===== config.mk =====
export PLATFORM = sky130hd
export DESIGN_NAME = power_wake_event_unit
export DESIGN_NICKNAME = d
export VERILOG_FILES = /design/src/pwr_wake_pkg.sv /design/src/power_wake_event_unit.sv /design/src/pin_sync.sv
export SDC_FILE = /design/constraint.sdc
export NUM_CORES = 1
export LEC_CHECK = 0
export BUFFER_PORTS_ARGS = -buffer_cell sky130_fd_sc_hd__buf_4
export CAP_MARGIN = 40
export CORE_MARGIN = 8
export CORE_UTILIZATION = 53
export DETAILED_ROUTE_END_ITERATION = 8
export PLACE_DENSITY = 0.7
export SYNTH_ARGS = -nofsm -noshare
export SYNTH_HDL_FRONTEND = slang
export SYNTH_HIERARCHICAL = 1
export SYNTH_SLANG_ARGS = --single-unit

===== constraint.sdc =====
create_clock -name clk_i -period 4.83 [get_ports clk_i]
set_input_delay 0.2415 -clock clk_i [delete_from_list [all_inputs] [get_ports clk_i]]
set_output_delay 0.2415 -clock clk_i [all_outputs]
set_load 0.005 [all_outputs]

===== src/pwr_wake_pkg.sv =====
// Shared constants and types for the power wake event unit.
package pwr_wake_pkg;

    // ----------------------------------------------------------------
    // Timing constants
    // ----------------------------------------------------------------
    // Clock rate in kHz, so a figure in ms times this gives cycles.
    localparam int unsigned CLK_KHZ = 100000;
    // Half period of the 1 Hz indicator blink, in ms.
    localparam int unsigned LED_HALF_MS = 500;
    // Least ring pulse length that counts as a wake, in ms.
    localparam int unsigned RING_MIN_MS = 4;
    // Thermal alarm duration that forces an override, in ms (2 s).
    localparam int unsigned THERMAL_ALARM_N_MIN_MS = 2000;
    // Reset hold time after main power good rises, in ms.
    localparam int unsigned RST_HOLD_MS = 24;
    // Cycle counts derived from the times above.
    localparam int unsigned LED_HALF_CYC = LED_HALF_MS * CLK_KHZ;
    localparam int unsigned RING_MIN_CYC = RING_MIN_MS * CLK_KHZ;
    localparam int unsigned THERMAL_ALARM_N_MIN_CYC = THERMAL_ALARM_N_MIN_MS * CLK_KHZ;
    localparam int unsigned RST_HOLD_CYC = RST_HOLD_MS * CLK_KHZ;
    // Width of every duration counter.
    localparam int CW = 32;

    // ----------------------------------------------------------------
    // Pin group and its idle value
    // ----------------------------------------------------------------
    typedef struct packed {
        logic serr_n;      // System error, active low.
        logic pwr_good;    // Main power good, active high.
        logic bus_alert_n; // Management bus alert, active low.
        logic thermal_alarm_n_n;     // Thermal alarm, active low.
        logic ring;        // Ring indicator, active high.
        logic ext_n;       // External event, active low.
        logic wake_n;      // Wake request, active low.
        logic button_n;    // Power button, active low.
    } pins_t;
    // Every pin at its inactive level, power not good.
    localparam logic [7:0] PINS_IDLE = 8'hB7;

    // ----------------------------------------------------------------
    // Configuration and interrupt types
    // ----------------------------------------------------------------
    typedef enum logic [1:0] {
        EXT_WAKE = 2'h0,
        EXT_SLEEP = 2'h1,
        EXT_IRQ = 2'h2,
        EXT_OFF = 2'h3
    } ext_mode_t;

    typedef struct packed {
        logic sci;
        logic smi;
        logic gpe;
    } irq_set_t;

    typedef struct packed {
        ext_mode_t ext_mode; // Use of the external event input.
        irq_set_t route;     // Interrupt lines an event raises.
        logic ring_wake_en;  // Long ring pulse may wake.
        logic alert_wake_en; // Bus alert may wake.
        logic alert_irq_en;  // Bus alert may interrupt.
        logic thermal_alarm_n_irq_en;  // Thermal alarm may interrupt.
        logic nmi_en;        // System error raises NMI.
        logic led_en;        // Indicator blinks while asleep.
    } pm_cfg_t;

    // Power states, one-hot.
    typedef enum logic [2:0] {
        ST_OFF = 3'b001,
        ST_ON = 3'b010,
        ST_SLEEP = 3'b100
    } pwr_state_t;

endpackage


===== src/power_wake_event_unit.sv =====
// Always-on power sequencing, wake event and reset control.
`timescale 1ns/1ps
`default_nettype none

module power_wake_event_unit
    import pwr_wake_pkg::*;
#(
    parameter int unsigned LED_HALF = pwr_wake_pkg::LED_HALF_CYC,
    parameter int unsigned RING_MIN = pwr_wake_pkg::RING_MIN_CYC,
    parameter int unsigned THERMAL_ALARM_N_MIN = pwr_wake_pkg::THERMAL_ALARM_N_MIN_CYC,
    parameter int unsigned RST_HOLD = pwr_wake_pkg::RST_HOLD_CYC
) (
    input wire logic clk_i,
    input wire logic nrst_i,
    input wire pwr_wake_pkg::pins_t pins_i,
    input wire pwr_wake_pkg::pm_cfg_t cfg_i,
    input wire logic sleep_req_i,
    input wire logic deep_sleep_i,
    input wire pwr_wake_pkg::irq_set_t irq_clear_i,
    output logic supply_on_n_o,
    output logic supply_on_oe_o,
    output logic sleep_indicator_led_o,
    output logic sleep_indicator_led_oe_o,
    output logic sci_o,
    output logic mgmt_interrupt_n_o,
    output logic general_event_irq_o,
    output logic nmi_o,
    output logic thermal_override_o,
    output logic throttle_o,
    output logic bus_reset_out_n_o,
    output logic cpu_reset_out_o,
    output pwr_wake_pkg::pwr_state_t power_state_o
);
    import pwr_wake_pkg::*;

    // ----------------------------------------------------------------
    // Parameter checks
    // ----------------------------------------------------------------
    // Every duration must be at least one cycle to be counted.
    if (LED_HALF < 1 || RING_MIN < 1 || THERMAL_ALARM_N_MIN < 1 || RST_HOLD < 1) begin : g_bad
        $error("power_wake_event_unit: durations must be at least one cycle");
    end

    // Saturating step of a duration counter; restarts when inactive.
    function automatic logic [CW-1:0] dur_next(input logic act, input logic [CW-1:0] cnt);
        if (!act) begin
            dur_next = '0;
        end else if (cnt == {CW{1'b1}}) begin
            dur_next = cnt;
        end else begin
            dur_next = cnt + 1'b1;
        end
    endfunction

    // ----------------------------------------------------------------
    // Input synchronisation and edges
    // ----------------------------------------------------------------
    pins_t pin_s;      // Synchronised pin levels.
    pins_t pin_prev_q; // Pin levels one cycle earlier.

    // Every pin passes the synchroniser before any use.
    pin_sync #(
        .W(8),
        .RST_VAL(PINS_IDLE)
    ) u_sync (
        .clk_i(clk_i),
        .nrst_i(nrst_i),
        .async_i(pins_i),
        .level_o(pin_s)
    );

    // Keep the previous level for edge detection.
    always_ff @(posedge clk_i or negedge nrst_i) begin
        if (!nrst_i) begin
            pin_prev_q <= PINS_IDLE;
        end else begin
            pin_prev_q <= pin_s;
        end
    end

    // Falling edges of the active-low event pins.
    logic button_press;
    logic wake_evt;
    logic ext_evt;
    logic alert_evt;
    logic thermal_alarm_n_evt;
    assign button_press = pin_prev_q.button_n & ~pin_s.button_n;
    assign wake_evt = pin_prev_q.wake_n & ~pin_s.wake_n;
    assign ext_evt = pin_prev_q.ext_n & ~pin_s.ext_n;
    assign alert_evt = pin_prev_q.bus_alert_n & ~pin_s.bus_alert_n;
    assign thermal_alarm_n_evt = pin_prev_q.thermal_alarm_n_n & ~pin_s.thermal_alarm_n_n;

    // ----------------------------------------------------------------
    // Ring and thermal duration checks
    // ----------------------------------------------------------------
    logic [CW-1:0] ring_cnt_q;  // Cycles the ring has been active.
    logic [CW-1:0] thermal_alarm_n_cnt_q; // Cycles the alarm has been active.
    logic ring_long;            // One pulse per long ring.
    logic thermal_alarm_n_long;           // One pulse per long alarm.

    // Counters restart whenever the input goes inactive.
    always_ff @(posedge clk_i or negedge nrst_i) begin
        if (!nrst_i) begin
            ring_cnt_q <= '0;
            thermal_alarm_n_cnt_q <= '0;
        end else begin
            ring_cnt_q <= dur_next(pin_s.ring, ring_cnt_q);
            thermal_alarm_n_cnt_q <= dur_next(~pin_s.thermal_alarm_n_n, thermal_alarm_n_cnt_q);
        end
    end

    // Report when the count passes the limit, once per assertion.
    assign ring_long = pin_s.ring && (ring_cnt_q == CW'(RING_MIN));
    assign thermal_alarm_n_long = ~pin_s.thermal_alarm_n_n && (thermal_alarm_n_cnt_q == CW'(THERMAL_ALARM_N_MIN));

    // Override pulses once; throttling lasts while the alarm stays on.
    always_ff @(posedge clk_i or negedge nrst_i) begin
        if (!nrst_i) begin
            thermal_override_o <= 1'b0;
            throttle_o <= 1'b0;
        end else begin
            thermal_override_o <= thermal_alarm_n_long;
            if (pin_s.thermal_alarm_n_n) begin
                throttle_o <= 1'b0;
            end else if (thermal_alarm_n_long) begin
                throttle_o <= 1'b1;
            end
        end
    end

    // ----------------------------------------------------------------
    // Power state machine
    // ----------------------------------------------------------------
    pwr_state_t state_q;
    logic wake_any;  // Any wake that is allowed in a sleeping state.
    logic sleep_any; // Any request to leave the working state.
    logic ring_wake;
    logic alert_wake;
    logic ext_wake;

    assign ring_wake = ring_long & cfg_i.ring_wake_en;
    assign alert_wake = alert_evt & cfg_i.alert_wake_en;
    assign ext_wake = ext_evt && (cfg_i.ext_mode == EXT_WAKE);
    assign wake_any = button_press | wake_evt | ring_wake | alert_wake | ext_wake;
    assign sleep_any = sleep_req_i | button_press | (ext_evt && (cfg_i.ext_mode == EXT_SLEEP));

    // Move between off, working and sleeping.
    always_ff @(posedge clk_i or negedge nrst_i) begin
        if (!nrst_i) begin
            state_q <= ST_OFF;
        end else begin
            unique case (state_q)
                ST_ON: begin
                    if (sleep_any) begin
                        state_q <= deep_sleep_i ? ST_OFF : ST_SLEEP;
                    end
                end
                ST_SLEEP: begin
                    if (wake_any) begin
                        state_q <= ST_ON;
                    end
                end
                ST_OFF: begin
                    if (wake_any) begin
                        state_q <= ST_ON;
                    end
                end
            endcase
        end
    end

    // Supply is switched on by pulling its open-drain line low.
    always_ff @(posedge clk_i or negedge nrst_i) begin
        if (!nrst_i) begin
            supply_on_n_o <= 1'b0;
            supply_on_oe_o <= 1'b0;
            power_state_o <= ST_OFF;
        end else begin
            supply_on_n_o <= 1'b0;
            supply_on_oe_o <= (state_q != ST_OFF) || wake_any;
            power_state_o <= state_q;
        end
    end

    // ----------------------------------------------------------------
    // Sleep indicator blink
    // ----------------------------------------------------------------
    logic [CW-1:0] led_cnt_q; // Cycles into the current half period.
    logic led_blink;

    assign led_blink = cfg_i.led_en && (state_q != ST_ON);

    // Toggle the indicator every half second while asleep.
    always_ff @(posedge clk_i or negedge nrst_i) begin
        if (!nrst_i) begin
            led_cnt_q <= '0;
            sleep_indicator_led_o <= 1'b0;
            sleep_indicator_led_oe_o <= 1'b0;
        end else begin
            sleep_indicator_led_o <= 1'b0;
            if (!led_blink) begin
                led_cnt_q <= '0;
                sleep_indicator_led_oe_o <= 1'b0;
            end else if (led_cnt_q == CW'(LED_HALF - 1)) begin
                led_cnt_q <= '0;
                sleep_indicator_led_oe_o <= ~sleep_indicator_led_oe_o;
            end else begin
                led_cnt_q <= led_cnt_q + 1'b1;
            end
        end
    end

    // ----------------------------------------------------------------
    // Event interrupts
    // ----------------------------------------------------------------
    irq_set_t pend_q; // Pending interrupt lines.
    logic irq_evt;    // Any event that asks for an interrupt.

    assign irq_evt = (ext_evt && (cfg_i.ext_mode == EXT_IRQ))
        || (wake_evt && (state_q == ST_SLEEP))
        || (thermal_alarm_n_evt && cfg_i.thermal_alarm_n_irq_en)
        || (alert_evt && cfg_i.alert_irq_en);

    // Pending lines hold until cleared; a new event beats the clear.
    always_ff @(posedge clk_i or negedge nrst_i) begin
        if (!nrst_i) begin
            pend_q <= '0;
        end else begin
            pend_q <= (pend_q & ~irq_clear_i) | (irq_evt ? cfg_i.route : 3'h0);
        end
    end

    // Drive the interrupt lines from flops.
    always_ff @(posedge clk_i or negedge nrst_i) begin
        if (!nrst_i) begin
            sci_o <= 1'b0;
            mgmt_interrupt_n_o <= 1'b1;
            general_event_irq_o <= 1'b0;
        end else begin
            sci_o <= pend_q.sci;
            mgmt_interrupt_n_o <= ~pend_q.smi;
            general_event_irq_o <= pend_q.gpe;
        end
    end

    // Enabled system error drives the NMI line high while low.
    always_ff @(posedge clk_i or negedge nrst_i) begin
        if (!nrst_i) begin
            nmi_o <= 1'b0;
        end else begin
            nmi_o <= cfg_i.nmi_en & ~pin_s.serr_n;
        end
    end

    // ----------------------------------------------------------------
    // Bus and processor reset
    // ----------------------------------------------------------------
    logic [CW-1:0] pg_cnt_q; // Cycles since power good rose.
    logic pg_done;

    // Power good is taken as a stable supply once high for RST_HOLD cycles.
    assign pg_done = pin_s.pwr_good && (pg_cnt_q >= CW'(RST_HOLD));

    // Count power good time; low power good restarts the count.
    always_ff @(posedge clk_i or negedge nrst_i) begin
        if (!nrst_i) begin
            pg_cnt_q <= '0;
        end else begin
            pg_cnt_q <= dur_next(pin_s.pwr_good, pg_cnt_q);
        end
    end

    // Both resets held until power good has lasted the hold time.
    always_ff @(posedge clk_i or negedge nrst_i) begin
        if (!nrst_i) begin
            bus_reset_out_n_o <= 1'b0;
            cpu_reset_out_o <= 1'b1;
        end else begin
            bus_reset_out_n_o <= pg_done;
            cpu_reset_out_o <= ~pg_done;
        end
    end

endmodule

`default_nettype wire


===== src/pin_sync.sv =====
// Three-stage input synchroniser with agreement filter.
`timescale 1ns/1ps
`default_nettype none

module pin_sync #(
    parameter int W = 8,
    parameter logic [W-1:0] RST_VAL = '0
) (
    input wire logic clk_i,
    input wire logic nrst_i,
    input wire logic [W-1:0] async_i,
    output logic [W-1:0] level_o
);

    // Synchroniser stages; the first is read only by the second.
    logic [W-1:0] s1_q;
    logic [W-1:0] s2_q;
    logic [W-1:0] s3_q;
    logic [W-1:0] level_q;

    // Shift the pins through the three stages.
    always_ff @(posedge clk_i or negedge nrst_i) begin
        if (!nrst_i) begin
            s1_q <= RST_VAL;
            s2_q <= RST_VAL;
            s3_q <= RST_VAL;
        end else begin
            s1_q <= async_i;
            s2_q <= s1_q;
            s3_q <= s2_q;
        end
    end

    // A bit changes only once the second and third stages agree.
    always_ff @(posedge clk_i or negedge nrst_i) begin
        if (!nrst_i) begin
            level_q <= RST_VAL;
        end else begin
            for (int i = 0; i < W; i++) begin
                if (s2_q[i] == s3_q[i]) begin
                    level_q[i] <= s3_q[i];
                end
            end
        end
    end

    assign level_o = level_q;

endmodule

`default_nettype wire


Word level (Yosys, flattened, before mapping)
Index checks and enable logic that the tools add are counted.
Widths: inputs -> output; s select.
{"block": "word_totals", "regBits": 184}
{"block": "op_classes", "add_sub_neg": 4, "order_cmp": 1, "eq_ne": 27, "muxes": 17, "n_bitwise": 26, "n_reduce_logical": 18}
{"operator": "$mux 32", "count": 8}
{"operator": "$add 32x1->32 const B", "count": 4}
{"operator": "$eq 32x32->1 const B", "count": 3}
{"operator": "$eq 32x19->1 const B", "count": 1}
{"operator": "$eq 32x26->1 const B", "count": 1}
{"operator": "$eq 32x28->1 const B", "count": 1}
{"operator": "$ge 32x22->1 const B", "count": 1}
{"operator": "$mux 3", "count": 4}
{"operator": "$logic_and 1x1->1", "count": 10}
{"operator": "$not 1->1", "count": 9}
{"operator": "$and 1x1->1", "count": 8}
{"operator": "$eq 1x1->1", "count": 8}
{"operator": "$ne 2x1->1 const B", "count": 3}
{"operator": "$ne 2x2->1 const B", "count": 3}
{"operator": "$or 1x1->1", "count": 6}
{"operator": "$pmux 3 s2", "count": 1}
{"operator": "$logic_or 1x1->1", "count": 4}
{"operator": "$mux 1", "count": 4}
{"operator": "$and 3x3->3", "count": 1}
{"operator": "$eq 3x1->1 const B", "count": 1}
{"operator": "$eq 3x2->1 const B", "count": 1}
{"operator": "$eq 3x3->1 const B", "count": 1}
{"operator": "$ne 3x1->1 const B", "count": 1}
{"operator": "$ne 3x2->1 const B", "count": 1}
{"operator": "other kinds (8)", "count": 8}

Longest topological paths before layout
{"block": "depth", "ltp_word": 8, "mapped_depth": 9, "mapped_depth_nobuf": 7}

By module
Netlist, hierarchy kept.
{"module": "power_wake_event_unit", "instances": 1, "cells_per_inst": 861, "area_per_inst_um2": 8054.0, "seq_area_each_um2": 3814.9}
{"module": "pin_sync", "instances": 1, "cells_per_inst": 40, "area_per_inst_um2": 920.9, "seq_area_each_um2": 830.8}

Least setup slack after synthesis
Ideal clock, no wire load.
{"block": "synth_path", "kind": "register to register", "from": "register thermal_alarm_n_cnt_q[1]", "to": "register thermal_alarm_n_cnt_q[1]", "setup_time_ps": 132, "arrival_ps": 1907, "required_time_ps": 4698, "path_slack_ps": 2791, "path_stages_with_launch": 10, "synth_period_minus_slack_ps": 2039, "path_cell_list": "dfrtp_1 > ha_1 > and2_1 > buf_1 > nand3_1 > nor3b_2 > buf_2 > buf_4 > mux2i_1 > nor2_1"}
{"block": "synth_via", "elab_chain_cells": 3}
{"item": "from (decl)", "line": "power_wake_event_unit.sv:97", "rtl": "logic [CW-1:0] thermal_alarm_n_cnt_q;"}
{"item": "from (signal assigned)", "line": "power_wake_event_unit.sv:108", "rtl": "thermal_alarm_n_cnt_q <= dur_next(~pin_s.thermal_alarm_n_n, thermal_alarm_n_cnt_q);"}
{"item": "$add 32x1->32", "line": "power_wake_event_unit.sv:51", "rtl": "dur_next = cnt + 1'b1;"}
{"item": "$mux 32", "line": "power_wake_event_unit.sv:48", "rtl": "end else if (cnt == {CW{1'b1}}) begin"}
{"item": "$mux 32", "line": "power_wake_event_unit.sv:46", "rtl": "if (!act) begin"}
Several ways; a longest one is shown, not always the timed one. The select of a mux whose other input is x is not followed.
A chain may end at the register's enable or synchronous reset.

Final worst setup path
Same ends and word-level chain as after synthesis.

==> impl_metrics.env <==
export IMPL_status="finished clean"
export IMPL_syn_area_sq_um=8970
export IMPL_hold_class="in2reg"
export IMPL_drt_total_wl_mm=18.7
export IMPL_top_layer="met4"
export IMPL_layout_min_cycle_time_ns=2.47
export IMPL_ys_warn_count=6
export IMPL_h_tree_depth=4
export IMPL_p_leak_nw=4.09
export IMPL_post_dp_cell_area_sq_um=9420
export IMPL_cts_buffers=17
export IMPL_cts_root_buf="clkbuf_16"
export IMPL_fp_row_count=47
export IMPL_grt_max_degree=107
export IMPL_reg2reg_depth=7
export IMPL_grt_pass1_vias=6916
export IMPL_ys_seq_area_frac=0.518
export IMPL_setup_viol=0
export IMPL_crit_fanout=29
export IMPL_place_inst=1132
export IMPL_avgSynthCellArea_sq_um=9.96
export IMPL_place_ws_ns=2.37
export IMPL_max_freq_mhz=405
export IMPL_clock_skew_ns=0.00767
export IMPL_rsz0062_at_grt="false"
export IMPL_io_pins=41
export IMPL_syn_inst=901
export IMPL_worstSetupStartpointType="flip-flop"
export IMPL_vias_per_cell=5.88
export IMPL_clk_pin_slew_ns=0.06
export IMPL_finalNonFillerCells=1176
export IMPL_drv_slew=0
export IMPL_routabilityCongestion=0.886
export IMPL_hold_buffers=12
export IMPL_cap_violations=0
export IMPL_grt_first_pass_wirelength_mm=32.9
export IMPL_drc_errors=0
export IMPL_antenna_found_initial=0
export IMPL_cts_setup_buffers=0
export IMPL_cts_repair_resized=0
export IMPL_fin_nets=976
export IMPL_grt_overflow=0
export IMPL_ys_ff_latch=184
export IMPL_cts_tree="done"
export IMPL_p_total_mw=3.44
export IMPL_die_height_microns=146
export IMPL_setup_tns_ns=0
export IMPL_die_w_microns=146
export IMPL_slew_headroom=0.437
export IMPL_core_area_sq_um=16600
export IMPL_ant_nets=0
export IMPL_arrival_ns=2.76
export IMPL_diodes=0
export IMPL_clockBufferDepth=2
export IMPL_clock_sinks=184
export IMPL_fillers=1428
export IMPL_crit_type="reg2reg"
export IMPL_dpl_hpwl_mm=12.4
export IMPL_period_share=0.511
export IMPL_synth_cell_types=67
export IMPL_area_growth_synth_to_final_pct=13.3
export IMPL_hold_depth=3
export IMPL_required_ns=5.12
export IMPL_drtIter0Drc=336
export IMPL_post_route_cell_area_sq_um=10200
export IMPL_worst_pin_slew_ns=0.845
export IMPL_wl_met2_mm=8.74
export IMPL_hold_viol_final=0
export IMPL_dr_total_vias=6915
export IMPL_setup_ws_ns=2.36
export IMPL_route_met3_wl_microns=710
export IMPL_ys_dominant_reg_cell="dfrtp_1"
export IMPL_synth_edf_count=0
export IMPL_grt_use_total=0.184
export IMPL_io_buffers=38
export IMPL_async_reset_ff_frac=1.00
export IMPL_ir_worst_vdd_mv=0.266
export IMPL_wl_met1_mm=8.99
export IMPL_clk_latency_ns=0.43
export IMPL_end_kind="flip-flop"
export IMPL_post_drt_wl_per_cell_microns=15.9
export IMPL_dieArea_sq_um=21400
export IMPL_start_util=0.541
export IMPL_dr_pass1_iters=5
export IMPL_power_density_nw_per_um2=338
export IMPL_drive_above_1_share=0.149
[synthesized netlist by cell type (all sizes together), types with 2 or more instances]
| master | count | area, sq um |
|---|---|---|
| nor4bb | 3 | 30.0 |
| a2111oi | 2 | 17.5 |
| a21oi | 64 | 320 |
| nand4 | 54 | 365 |
| o31ai | 11 | 82.6 |
| nand2b | 3 | 18.8 |
| maj3 | 8 | 90.1 |
| or2 | 8 | 50.1 |
| nor2 | 78 | 293 |
| nor2b | 8 | 50.1 |
| o211ai | 6 | 50.1 |
| nor4 | 23 | 193 |
| nand3 | 51 | 255 |
| or3 | 52 | 325 |
| a21o | 3 | 22.5 |
| o211a | 3 | 30.0 |
| and4 | 12 | 105 |
| o21a | 4 | 30.0 |
| nor4b | 9 | 78.8 |
| buf | 14 | 91.3 |
| and2 | 7 | 43.8 |
| dfrtp | 151 | 3780 |
| nand2 | 54 | 203 |
| and3 | 13 | 81.3 |
| nor3 | 18 | 101 |
| or4 | 17 | 139 |
| a211oi | 5 | 37.5 |
| inv | 27 | 101 |
| clkbuf | 19 | 71.3 |
| mux2i | 8 | 80.1 |
| dfstp | 33 | 867 |
| o21ai | 59 | 295 |
| xor2 | 19 | 166 |
| nor3b | 3 | 27.5 |
| ha | 7 | 87.6 |
| o2111ai | 2 | 17.5 |
| xnor2 | 25 | 219 |
| mux2 | 3 | 33.8 |
| a311oi | 2 | 17.5 |
[report_power, final]
group | switching, mW | total, mW | internal (mW) | leakage [nW]
Sequential | 0.0759 | 1.71 | 1.63 | 2.41
Clock | 0.593 | 1.46 | 0.870 | 0.291
Combinational | 0.145 | 0.262 | 0.117 | 1.38
Total | 0.814 | 3.44 | 2.62 | 4.09
[state kept, by name (all words and copies together), names as in the netlist, 3 cells and up]
signal / flops
led_cnt_q: 32
pend_q: 3
pg_cnt_q: 32
pin_prev_q: 5
power_state_o: 3
ring_cnt_q: 32
state_q: 3
thermal_alarm_n_cnt_q: 32
u_sync/level_o: 8
u_sync/s1_q: 8
u_sync/s2_q: 8
u_sync/s3_q: 8
[final cells by class]
type	instances	area, sq um	share of cell area
Clock buffer	22	484	0.0476
Clock inverter	10	141	0.0139
Inverter	28	105	0.0103
Multi-Input combinational cell	657	4070	0.400
Sequential cell	184	4650	0.457
Tap cell	220	275	0.0271
Timing Repair Buffer	55	447	0.0439
[cell usage in the layout, fill, tap and decap left out, types with 9 or more instances in the layout]
cell type	instances
dfrtp_1	151
nor2_1	78
a21oi_1	64
nand2_1	54
or3_1	52
nand4_1	51
nand3_1	51
o21ai_0	42
buf_4	41
dfstp_2	33
inv_1	26
xnor2_1	25
xor2_1	19
nor4_1	18
nor3_1	17
o21ai_1	17
clkbuf_16	17
or4_1	14
and3_1	13
and4_1	12
dlygate4sd3_1	12
o31ai_1	11
nor4b_1	9
[critical path, stage by stage (launching register included)]
cell and delay (ns):
dfrtp_1 0.41, ha_1 0.20, and2_1 0.36, nand3_1 0.22, nor3b_4 0.49, buf_4 0.36
mux2i_1 0.23, nor2_1 0.05
[through the flow]
stage	hold slack, ns	util
floorplan	-0.0541	-
global placement	0.332	0.568
detailed placement	0.347	0.568
CTS	0.00226	0.613
global route	0.0163	0.613
finish	0.0184	0.613
[layer usage]
layer,vias to the layer above,track usage
met4,0,0.0618
met3,24,0.0402
met1,3366,0.240
li1,3410,-
met2,115,0.298
met5,-,0
[cells by family after synthesis]
group           synth area share
fa+ha+maj                 0.0198
compound gates             0.112
other cells             0.000418
simple gates               0.265
buf+inv                   0.0298
xor+xnor                  0.0429
mux                       0.0127
flops                      0.518
[path summary, 6_finish.rpt]
path / startpoint / to / slack [ns]
setup / recovery: thermal_alarm_n_cnt_q[1]$_DFFE_PN0P_ / thermal_alarm_n_cnt_q[1]$_DFFE_PN0P_ / 2.36
hold / removal: cfg_i[8] / pend_q[2]$_DFF_PN0_ / 0.02
setup reg to reg: thermal_alarm_n_cnt_q[1]$_DFFE_PN0P_ / thermal_alarm_n_cnt_q[1]$_DFFE_PN0P_ / 2.36
hold reg to reg: u_sync/s1_q[1]$_DFF_PN1_ / u_sync/s2_q[1]$_DFF_PN1_ / 0.35
max in group asynchronous: nrst_i / power_state_o[0]$_DFF_PN1_ / 3.26
min in group asynchronous: nrst_i / pg_cnt_q[31]$_DFFE_PN0P_ / 0.48
Power figures use the tool's default switching activity.
